[config.mk]
export PLATFORM = sky130hd
export DESIGN_NAME = acc_converter_control
export DESIGN_NICKNAME = d
export VERILOG_FILES = /design/src/logic/acc_pkg.sv /design/src/logic/acc_prescaler.sv /design/src/logic/acc_converter_control.sv
export SDC_FILE = /design/constraint.sdc
export NUM_CORES = 1
export LEC_CHECK = 0
export BUFFER_PORTS_ARGS = -buffer_cell sky130_fd_sc_hd__buf_2
export CAP_MARGIN = 30
export CORE_UTILIZATION = 50
export DETAILED_ROUTE_END_ITERATION = 8
export MAX_ROUTING_LAYER = met4
export PLACE_DENSITY = 0.75
export SLEW_MARGIN = 20
export SYNTH_ARGS = -nofsm -noshare
export SYNTH_HDL_FRONTEND = slang
export SYNTH_SLANG_ARGS = --single-unit
export TNS_END_PERCENT = 10
[constraint.sdc]
create_clock -name sys_clk_in -period 3.7 [get_ports sys_clk_in]
set_clock_uncertainty 0.2 [all_clocks]
set_input_delay 0.185 -clock sys_clk_in [delete_from_list [all_inputs] [get_ports sys_clk_in]]
set_output_delay 0.185 -clock sys_clk_in [all_outputs]
set_load 0.01 [all_outputs]
[src/logic/acc_pkg.sv]
package acc_pkg;
   // Register byte offsets on the APB
   localparam logic [11:0] ACC_OFF_CONTROL = 12'h000;
   localparam logic [11:0] ACC_OFF_RES_HIGH = 12'h004;
   localparam logic [11:0] ACC_OFF_RES_LOW = 12'h008;
   localparam logic [11:0] ACC_OFF_AMP_CFG = 12'h00C;
   // Control and amplifier register field positions
   localparam int ACC_CTL_BUSY_BIT = 0;
   localparam int ACC_CTL_DIV_BIT = 1;
   localparam int ACC_CTL_ROUTE_BIT = 2;
   localparam int ACC_CTL_DIFF_BIT = 3;
   localparam int ACC_CTL_CH_LSB = 4;
   localparam int ACC_CTL_CH_MSB = 7;
   localparam int ACC_AMP_EN_BIT = 0;
   // Reset values
   localparam logic [7:0] ACC_CONTROL_RESET = 8'h00;
   localparam logic ACC_AMP_RESET = 1'b0;
   // Result layout
   localparam int ACC_RESULT_BITS = 10;
   localparam int ACC_RES_HIGH_LSB = 2;
   localparam int ACC_RES_LOW_MSB = 1;
   localparam int ACC_RES_LOW_POS = 6;
   // Channel select codes
   localparam logic [3:0] ACC_CH_TEMP = 4'h7;
   localparam logic [3:0] ACC_CH_10 = 4'hA;
   localparam logic [3:0] ACC_CH_11 = 4'hB;
   localparam logic [3:0] ACC_CH_13 = 4'hD;
   localparam logic [3:0] ACC_CH_15 = 4'hF;
   localparam logic [3:0] ACC_CH_BASE = 4'h9;
   // Gate vector: index 0 temperature sensor, 1..6 channel pins 10..15
   localparam int ACC_GATES = 7;
   localparam int ACC_GATE_TEMP = 0;
   // Timing in converter clock ticks
   localparam logic [1:0] ACC_SETTLE_TICKS = 2'h3;
   localparam logic [3:0] ACC_DIV16_TERM = 4'hF;
   localparam logic [3:0] ACC_MSB_INDEX = 4'h9;
   // Cycles a new trial code needs to reach the synchronised comparator
   localparam logic [1:0] ACC_SYNC_AGE = 2'h2;
   // Sequencer states
   typedef enum logic [1:0] {
      ACC_IDLE = 2'b00,
      ACC_SETTLE = 2'b01,
      ACC_CONVERT = 2'b10
   } acc_state_type;
endpackage : acc_pkg

[src/logic/acc_prescaler.sv]
module acc_prescaler
   import acc_pkg::*;
(
   // Clock and reset
   input wire logic sys_clk_in,
   input wire logic rst_n_in,
   // Control
   input wire logic run_in,
   input wire logic divide16_in,
   // Converter clock enable
   output logic tick_out
);
   // Divide counter
   logic [3:0] count_reg;

   // Counter held at zero while stopped, so no power is spent idling
   always_ff @(posedge sys_clk_in)
   begin
      if (!rst_n_in || !run_in)
      begin
         count_reg <= 4'h0;
      end
      else
      begin
         count_reg <= count_reg + 4'h1;
      end
   end

   // One-cycle enable per converter clock
   always_comb
   begin
      if (!run_in)
      begin
         tick_out = 1'b0;
      end
      else if (divide16_in)
      begin
         tick_out = (count_reg == ACC_DIV16_TERM);
      end
      else
      begin
         tick_out = 1'b1;
      end
   end
endmodule : acc_prescaler

[src/logic/acc_converter_control.sv]
// Behaviour
// - Routing: mux output and converter input on pins
// - Routing: top two channel pins not selectable
// - Routing: temperature sensor not convertible
// - Routed single-ended: only channels 10 to 13
// - Routed differential: pairs 10/11, 11/10 only
// - Routing keeps selected path on when idle
// - Three converter clocks sample and settle before the first trial
// - Mode bit: 0 single-ended, 1 differential
// - Busy clear stops prescaler and converter clock
// - Setting busy starts conversion with current settings
// - Completion clears busy and powers converter down
// - Writing zero aborts; restart by zero then one
// - Idle gates channels off unless routing or amplifier
// - Result split: high bits 9..2, low bits 1..0
// - Result registers read/write, loaded at completion
// - Low result register bits 5..0 read zero
// - Control layout: channel 7..4, mode, route, prescale, busy
// - Reset clears control register, converter idle
//
// Design decisions made here: the APB interface to the registers and the placing of the registers.
module acc_converter_control
   import acc_pkg::*;
(
   // Clock and reset
   input wire logic sys_clk_in,
   input wire logic rst_n_in,
   // APB slave
   input wire logic psel_in,
   input wire logic penable_in,
   input wire logic pwrite_in,
   input wire logic [11:0] paddr_in,
   input wire logic [31:0] pwdata_in,
   output logic [31:0] prdata_out,
   output logic pready_out,
   output logic pslverr_out,
   // Analog comparator result, asynchronous
   input wire logic compare_high_in,
   // Analog switch controls
   output logic [6:0] pos_gate_out,
   output logic [6:0] neg_gate_out,
   output logic mux_to_pin_out,
   output logic mux_minus_to_pin_out,
   output logic hold_from_pin_out,
   output logic hold_from_mux_out,
   // Converter core controls
   output logic converter_power_out,
   output logic sample_out,
   output logic [9:0] trial_code_out,
   output logic converter_busy_out
);
   // Software-visible registers
   logic [3:0] channel_reg;
   logic diff_reg;
   logic route_reg;
   logic divide_reg;
   logic busy_reg;
   logic amp_enable_reg;
   logic [7:0] result_high_reg;
   logic [1:0] result_low_reg;
   // Settings captured at conversion start
   logic [3:0] act_channel_reg;
   logic act_diff_reg;
   logic act_route_reg;
   logic act_divide_reg;
   // Sequencer
   acc_state_type state_reg;
   logic [1:0] settle_reg;
   logic [3:0] bit_index_reg;
   logic [9:0] sar_reg;
   logic [1:0] age_reg; // Cycles since the trial code changed
   // Comparator synchroniser
   logic compare_meta_reg;
   logic compare_sync_reg;
   // Read data register
   logic [31:0] rdata_reg;
   // Bus decode
   logic bus_setup;
   logic bus_write;
   logic hit_control;
   logic hit_res_high;
   logic hit_res_low;
   logic hit_amp;
   logic hit_any;
   // Conversion events
   logic tick;
   logic start;
   logic abort;
   logic finish;
   logic decide; // Converter tick with a fresh comparator answer
   logic [9:0] final_code;
   // Selected switch settings
   logic [3:0] sel_channel;
   logic sel_diff;
   logic sel_route;
   logic gates_on;
   logic [14:0] decoded;

   // Channel decode: valid bit, then positive and negative gates
   function automatic logic [14:0] acc_decode(input logic [3:0] ch, input logic diff, input logic route);
      logic [6:0] pos;
      logic [6:0] neg;
      logic [3:0] idx;
      logic [3:0] mate;
      logic ok;
      pos = 7'h00;
      neg = 7'h00;
      idx = ch - ACC_CH_BASE;
      mate = (ch ^ 4'h1) - ACC_CH_BASE;
      ok = 1'b0;
      if (!route)
      begin
         // Full channel set
         if (!diff && ch == ACC_CH_TEMP)
         begin
            pos[ACC_GATE_TEMP] = 1'b1;
            ok = 1'b1;
         end
         else if (ch >= ACC_CH_10)
         begin
            pos[idx[2:0]] = 1'b1;
            if (diff)
            begin
               neg[mate[2:0]] = 1'b1;
            end
            ok = 1'b1;
         end
      end
      else if (!diff)
      begin
         // Routed single-ended: 10..13 only, temp and 14/15 refused
         if (ch >= ACC_CH_10 && ch <= ACC_CH_13)
         begin
            pos[idx[2:0]] = 1'b1;
            ok = 1'b1;
         end
      end
      else
      begin
         // Routed differential: pairs 10/11 and 11/10 only
         if (ch == ACC_CH_10 || ch == ACC_CH_11)
         begin
            pos[idx[2:0]] = 1'b1;
            neg[mate[2:0]] = 1'b1;
            ok = 1'b1;
         end
      end
      return {ok, pos, neg};
   endfunction : acc_decode

   // APB decode
   assign bus_setup = psel_in && !penable_in;
   assign bus_write = psel_in && penable_in && pwrite_in;
   assign hit_control = (paddr_in == ACC_OFF_CONTROL);
   assign hit_res_high = (paddr_in == ACC_OFF_RES_HIGH);
   assign hit_res_low = (paddr_in == ACC_OFF_RES_LOW);
   assign hit_amp = (paddr_in == ACC_OFF_AMP_CFG);
   assign hit_any = hit_control || hit_res_high || hit_res_low || hit_amp;

   // Zero wait states; unmapped addresses answer with an error
   assign pready_out = psel_in && penable_in;
   assign pslverr_out = psel_in && penable_in && !hit_any;
   assign prdata_out = rdata_reg;

   // Read data captured in the setup phase
   always_ff @(posedge sys_clk_in)
   begin
      if (!rst_n_in)
      begin
         rdata_reg <= 32'h0000_0000;
      end
      else if (bus_setup && !pwrite_in)
      begin
         if (hit_control)
         begin
            rdata_reg <= {24'h00_0000, channel_reg, diff_reg, route_reg, divide_reg, busy_reg};
         end
         else if (hit_res_high)
         begin
            rdata_reg <= {24'h00_0000, result_high_reg};
         end
         else if (hit_res_low)
         begin
            rdata_reg <= {24'h00_0000, result_low_reg, 6'h00};
         end
         else if (hit_amp)
         begin
            rdata_reg <= {31'h0000_0000, amp_enable_reg};
         end
         else
         begin
            rdata_reg <= 32'h0000_0000;
         end
      end
   end

   // Conversion events
   assign abort = bus_write && hit_control && !pwdata_in[ACC_CTL_BUSY_BIT] && busy_reg;
   assign start = bus_write && hit_control && pwdata_in[ACC_CTL_BUSY_BIT] && (!busy_reg || finish);
   assign finish = decide && (bit_index_reg == 4'h0);
   // A bit is decided only once the synchroniser shows the current trial
   assign decide = (state_reg == ACC_CONVERT) && tick && (age_reg == ACC_SYNC_AGE);

   // Control register fields, cleared by reset
   always_ff @(posedge sys_clk_in)
   begin
      if (!rst_n_in)
      begin
         channel_reg <= ACC_CONTROL_RESET[ACC_CTL_CH_MSB:ACC_CTL_CH_LSB];
         diff_reg <= ACC_CONTROL_RESET[ACC_CTL_DIFF_BIT];
         route_reg <= ACC_CONTROL_RESET[ACC_CTL_ROUTE_BIT];
         divide_reg <= ACC_CONTROL_RESET[ACC_CTL_DIV_BIT];
      end
      else if (bus_write && hit_control)
      begin
         channel_reg <= pwdata_in[ACC_CTL_CH_MSB:ACC_CTL_CH_LSB];
         diff_reg <= pwdata_in[ACC_CTL_DIFF_BIT];
         route_reg <= pwdata_in[ACC_CTL_ROUTE_BIT];
         divide_reg <= pwdata_in[ACC_CTL_DIV_BIT];
      end
   end

   // Busy bit: software write wins over hardware clear
   always_ff @(posedge sys_clk_in)
   begin
      if (!rst_n_in)
      begin
         busy_reg <= ACC_CONTROL_RESET[ACC_CTL_BUSY_BIT];
      end
      else if (bus_write && hit_control)
      begin
         busy_reg <= pwdata_in[ACC_CTL_BUSY_BIT];
      end
      else if (finish)
      begin
         busy_reg <= 1'b0;
      end
   end

   // Amplifier enable bit, holds the idle path open
   always_ff @(posedge sys_clk_in)
   begin
      if (!rst_n_in)
      begin
         amp_enable_reg <= ACC_AMP_RESET;
      end
      else if (bus_write && hit_amp)
      begin
         amp_enable_reg <= pwdata_in[ACC_AMP_EN_BIT];
      end
   end

   // Snapshot of settings at start
   always_ff @(posedge sys_clk_in)
   begin
      if (!rst_n_in)
      begin
         act_channel_reg <= ACC_CONTROL_RESET[ACC_CTL_CH_MSB:ACC_CTL_CH_LSB];
         act_diff_reg <= 1'b0;
         act_route_reg <= 1'b0;
         act_divide_reg <= 1'b0;
      end
      else if (start)
      begin
         act_channel_reg <= pwdata_in[ACC_CTL_CH_MSB:ACC_CTL_CH_LSB];
         act_diff_reg <= pwdata_in[ACC_CTL_DIFF_BIT];
         act_route_reg <= pwdata_in[ACC_CTL_ROUTE_BIT];
         act_divide_reg <= pwdata_in[ACC_CTL_DIV_BIT];
      end
   end

   // Converter clock enable, stopped unless converting
   acc_prescaler u_prescaler
   (
      .sys_clk_in(sys_clk_in),
      .rst_n_in(rst_n_in),
      .run_in(state_reg != ACC_IDLE),
      .divide16_in(act_divide_reg),
      .tick_out(tick)
   );

   // Comparator passes two flip-flops before use
   always_ff @(posedge sys_clk_in)
   begin
      if (!rst_n_in)
      begin
         compare_meta_reg <= 1'b0;
         compare_sync_reg <= 1'b0;
      end
      else
      begin
         compare_meta_reg <= compare_high_in;
         compare_sync_reg <= compare_meta_reg;
      end
   end

   // Sequencer state
   always_ff @(posedge sys_clk_in)
   begin
      if (!rst_n_in)
      begin
         state_reg <= ACC_IDLE;
      end
      else if (start)
      begin
         state_reg <= ACC_SETTLE;
      end
      else if (abort || finish)
      begin
         state_reg <= ACC_IDLE;
      end
      else
      begin
         case (state_reg)
            ACC_IDLE:
            begin
               state_reg <= ACC_IDLE;
            end
            ACC_SETTLE:
            begin
               // Leave after the third converter clock
               if (tick && settle_reg == ACC_SETTLE_TICKS - 2'h1)
               begin
                  state_reg <= ACC_CONVERT;
               end
            end
            ACC_CONVERT:
            begin
               state_reg <= ACC_CONVERT;
            end
            default:
            begin
               state_reg <= ACC_IDLE;
            end
         endcase
      end
   end

   // Settling tick counter
   always_ff @(posedge sys_clk_in)
   begin
      if (!rst_n_in || start)
      begin
         settle_reg <= 2'h0;
      end
      else if (state_reg == ACC_SETTLE && tick)
      begin
         settle_reg <= settle_reg + 2'h1;
      end
   end

   // Trial code age, so the divide-by-1 rate never decides on a stale comparator
   always_ff @(posedge sys_clk_in)
   begin
      if (!rst_n_in || start || decide)
      begin
         age_reg <= 2'h0;
      end
      else if (age_reg != ACC_SYNC_AGE)
      begin
         age_reg <= age_reg + 2'h1;
      end
   end

   // Successive approximation: keep or drop each trial bit
   always_ff @(posedge sys_clk_in)
   begin
      if (!rst_n_in || start || state_reg == ACC_SETTLE)
      begin
         bit_index_reg <= ACC_MSB_INDEX;
         sar_reg <= 10'h200;
      end
      else if (decide)
      begin
         sar_reg[bit_index_reg] <= compare_sync_reg;
         if (bit_index_reg != 4'h0)
         begin
            sar_reg[bit_index_reg - 4'h1] <= 1'b1;
            bit_index_reg <= bit_index_reg - 4'h1;
         end
      end
   end

   // Final code includes the last decision
   always_comb
   begin
      final_code = sar_reg;
      final_code[0] = compare_sync_reg;
   end

   // High result: loaded at completion, hardware over software
   always_ff @(posedge sys_clk_in)
   begin
      if (finish)
      begin
         result_high_reg <= final_code[ACC_RESULT_BITS-1:ACC_RES_HIGH_LSB];
      end
      else if (bus_write && hit_res_high)
      begin
         result_high_reg <= pwdata_in[7:0];
      end
   end

   // Low result: same cycle as the high byte
   always_ff @(posedge sys_clk_in)
   begin
      if (finish)
      begin
         result_low_reg <= final_code[ACC_RES_LOW_MSB:0];
      end
      else if (bus_write && hit_res_low)
      begin
         result_low_reg <= pwdata_in[ACC_RES_LOW_POS+1:ACC_RES_LOW_POS];
      end
   end

   // Switch settings: snapshot while converting, live when idle
   assign sel_channel = busy_reg ? act_channel_reg : channel_reg;
   assign sel_diff = busy_reg ? act_diff_reg : diff_reg;
   assign sel_route = busy_reg ? act_route_reg : route_reg;
   assign gates_on = busy_reg || route_reg || amp_enable_reg;
   assign decoded = acc_decode(sel_channel, sel_diff, sel_route);

   // Analog switch drive
   always_comb
   begin
      if (gates_on)
      begin
         pos_gate_out = decoded[13:7];
         neg_gate_out = decoded[6:0];
      end
      else
      begin
         pos_gate_out = 7'h00;
         neg_gate_out = 7'h00;
      end
      mux_to_pin_out = sel_route;
      mux_minus_to_pin_out = sel_route && sel_diff;
      hold_from_pin_out = sel_route;
      hold_from_mux_out = !sel_route && gates_on;
   end

   // Converter core drive
   assign converter_power_out = (state_reg != ACC_IDLE);
   assign sample_out = (state_reg == ACC_SETTLE);
   assign trial_code_out = sar_reg;
   assign converter_busy_out = busy_reg;
endmodule : acc_converter_control

==> flow_summary.yaml <==
cells_and_area:
  drive_gt1_frac: 0.182
  layout.nets: 599
  layout_common_cells: "nand2_1, buf_2, dfxtp_1"
  layout_commonest_cell: "nand2_1"
  largest_reg_flops: 10
  area_growth_pct: 16.9
  antenna_cells: 0
logic_synthesis:
  syn_avg_cell_area_um2: 7.98
  synth_top_cell_area_share: 0.268
  ys_seq_area_frac: 0.349
  syn-instance-count: 468
  synth_edf_count: 10
  ys_ff_latch: 60
  synth_area_leaders: "dfxtp_1, edfxtp_1, nand2_1, mux2i_1, buf_4"
  ys_warn_count: 0
  synth_top_cell_by_area: "dfxtp_1"
  synth_area_um2: 3730
  synth.distinct_cells: 57
  ys.flop_type: "dfxtp_1"
  async_flop_share: 0
cts:
  clock_path_buffers: 2
  clk_pin_slew_ns: 0.07
  cts_buffers: 9
  ctsResizeCount: 0
  cts.sinks: 60
  cts-root-buf: "clkbuf_8"
  clock_latency_ns: 0.34
  htree_num_levels: 3
  cts_setup_buffers: 0
  cts_tree: "yes"
  ctsHoldBuffers: 9
worst_setup_path:
  required_ns: 3.31
  cp-end-kind: "output pin"
  worstPathMaxFanout: 8
  worstPathArrival_ns: 2.70
  rr_worst_depth: 8
  critPathKind: "reg2out"
  startpoint_type: "register"
sta:
  worst_slack_ns: 0.616
  period_share: 0.834
  drv_slew: 0
  tightest_slew_ns: 0.791
  tns_ns: 0
  rsz0062_at_grt: "no"
  setup_viol: 0
  slew_headroom: 0.473
  fmax_ghz: 0.324
  period_needed_ns: 3.08
  hold_viol_final: 0
status:
  outcome: "completed"
placement:
  dpl_worst_slack_ns: 1.00
  portBuffers: 66
  place_congestion: 0.881
  post-dp-hpwl_um: 6570
job:
  cap_violations: 0
power:
  p_leak_nw: 1.91
  ir_drop_uv: 261
  power_density_nw_per_um2: 353
global_routing:
  grt_pass1_vias: 2978
  grt_antenna_before_repair: 0
  grt_usage: 0.243
  grt_overflow: 0
  grt_max_degree: 25
  grt_first_pass_wirelength_um: 14200
drt:
  routed_via_density: 5.36
  dr.pass1.iters: 5
  ant_nets: 0
  via_count: 3417
  post-route-drc-count: 0
  wl_per_cell_um: 13.9
  drt_iter0_markers: 165
  drt_wl_total_um: 8880
die:
  die_y_um: 88.4
  num_rows: 31
  start_util: 0.515
  die_w_um: 88.4
  die_area_um2: 7810
  ios: 115
  coreArea_um2: 7250
min_path:
  holdPathStages: 2
  hold_class: "in2reg"
==> power breakdown <==
part | switching [mW] | internal, mW | total (mW)
logic | 0.0674 | 0.0432 | 0.111
clock network | 0.254 | 0.494 | 0.748
registers | 0.00783 | 0.675 | 0.683
==> cell families (layout without fill, tap and decap cells) <==
family / count (synthesis) / in the layout / synth area share
AOI/OAI and AO/OA: 82 / 82 / 0.149
buffers and inverters: 68 / 116 / 0.101
and+or+nand+nor: 208 / 208 / 0.261
other: 1 / 24 / 0.00100
adders and majority gates: 15 / 15 / 0.0503
DFF: 60 / 60 / 0.349
muxes: 25 / 25 / 0.0684
xor gates and xnor gates: 9 / 9 / 0.0211
==> cell usage after synthesis (4+ instances only) <==
master / n
nand2_1: 80
dfxtp_1: 50
nor2_1: 49
a21oi_1: 31
buf_4: 25
nand3_1: 22
mux2i_1: 21
inv_1: 20
ha_1: 15
o21ai_0: 11
clkbuf_1: 10
edfxtp_1: 10
and3_1: 9
buf_2: 9
a22oi_1: 8
and2_1: 8
nand2b_1: 7
or3_1: 6
nor4_1: 5
xnor2_1: 5
mux2_2: 4
nand4_1: 4
xor2_1: 4
==> final cells by class <==
| class | count | area, µm² |
|---|---|---|
| repair buffers | 80 | 458 |
| multi-input cells | 363 | 2140 |
| inverters | 20 | 75.1 |
| flip-flops and latches | 60 | 1300 |
| clock buffers | 14 | 204 |
| well taps | 99 | 124 |
| fillers | 660 | 2890 |
| clock inverters | 2 | 60.1 |
==> layer usage <==
layer / track usage / vias up / part of all wire
met5: - / - / 0
met4: 0.0894 / 0 / 0.018
met3: 0.0504 / 19 / 0.051
met2: 0.394 / 100 / 0.48
met1: 0.298 / 1586 / 0.45
li1: - / 1712 / -
==> per-stage QoR <==
step                      instances  hold WS (ns)  instance area (µm²)  power (mW)   util
after floorplan                 491         0.107                 3820       0.785      -
after global placement          613         0.192                 4010       0.795  0.553
after detailed placement        613         0.198                 4010       0.800  0.553
after CTS                       638        0.0213                 4360        1.55  0.602
after global routing            638        0.0219                 4360        1.59  0.602
final                           638        0.0220                 4360        1.54  0.602
==> worst max-delay path, cell delays in order (launching register included) <==
cell,delay (ns)
dfxtp_1,0.51
inv_1,0.19
nand2_1,0.12
nand2_1,0.13
ha_1,0.27
nor4_1,0.44
nor4_1,0.10
o21ai_0,0.38
nor2_1,0.09
buf_2,0.15
==> path summary, 6_finish.rpt <==
| check | startpoint | end | slack (ns) |
|---|---|---|---|
| min | rst_n_in | compare_sync_reg | 0.02 |
| max | converter_busy_out | neg_gate_out[1] | 0.62 |
| max reg2reg | age_reg[0] | act_route_reg | 1.00 |
| min reg2reg | compare_meta_reg | compare_sync_reg | 0.24 |
Power figures use the tool's default switching activity.
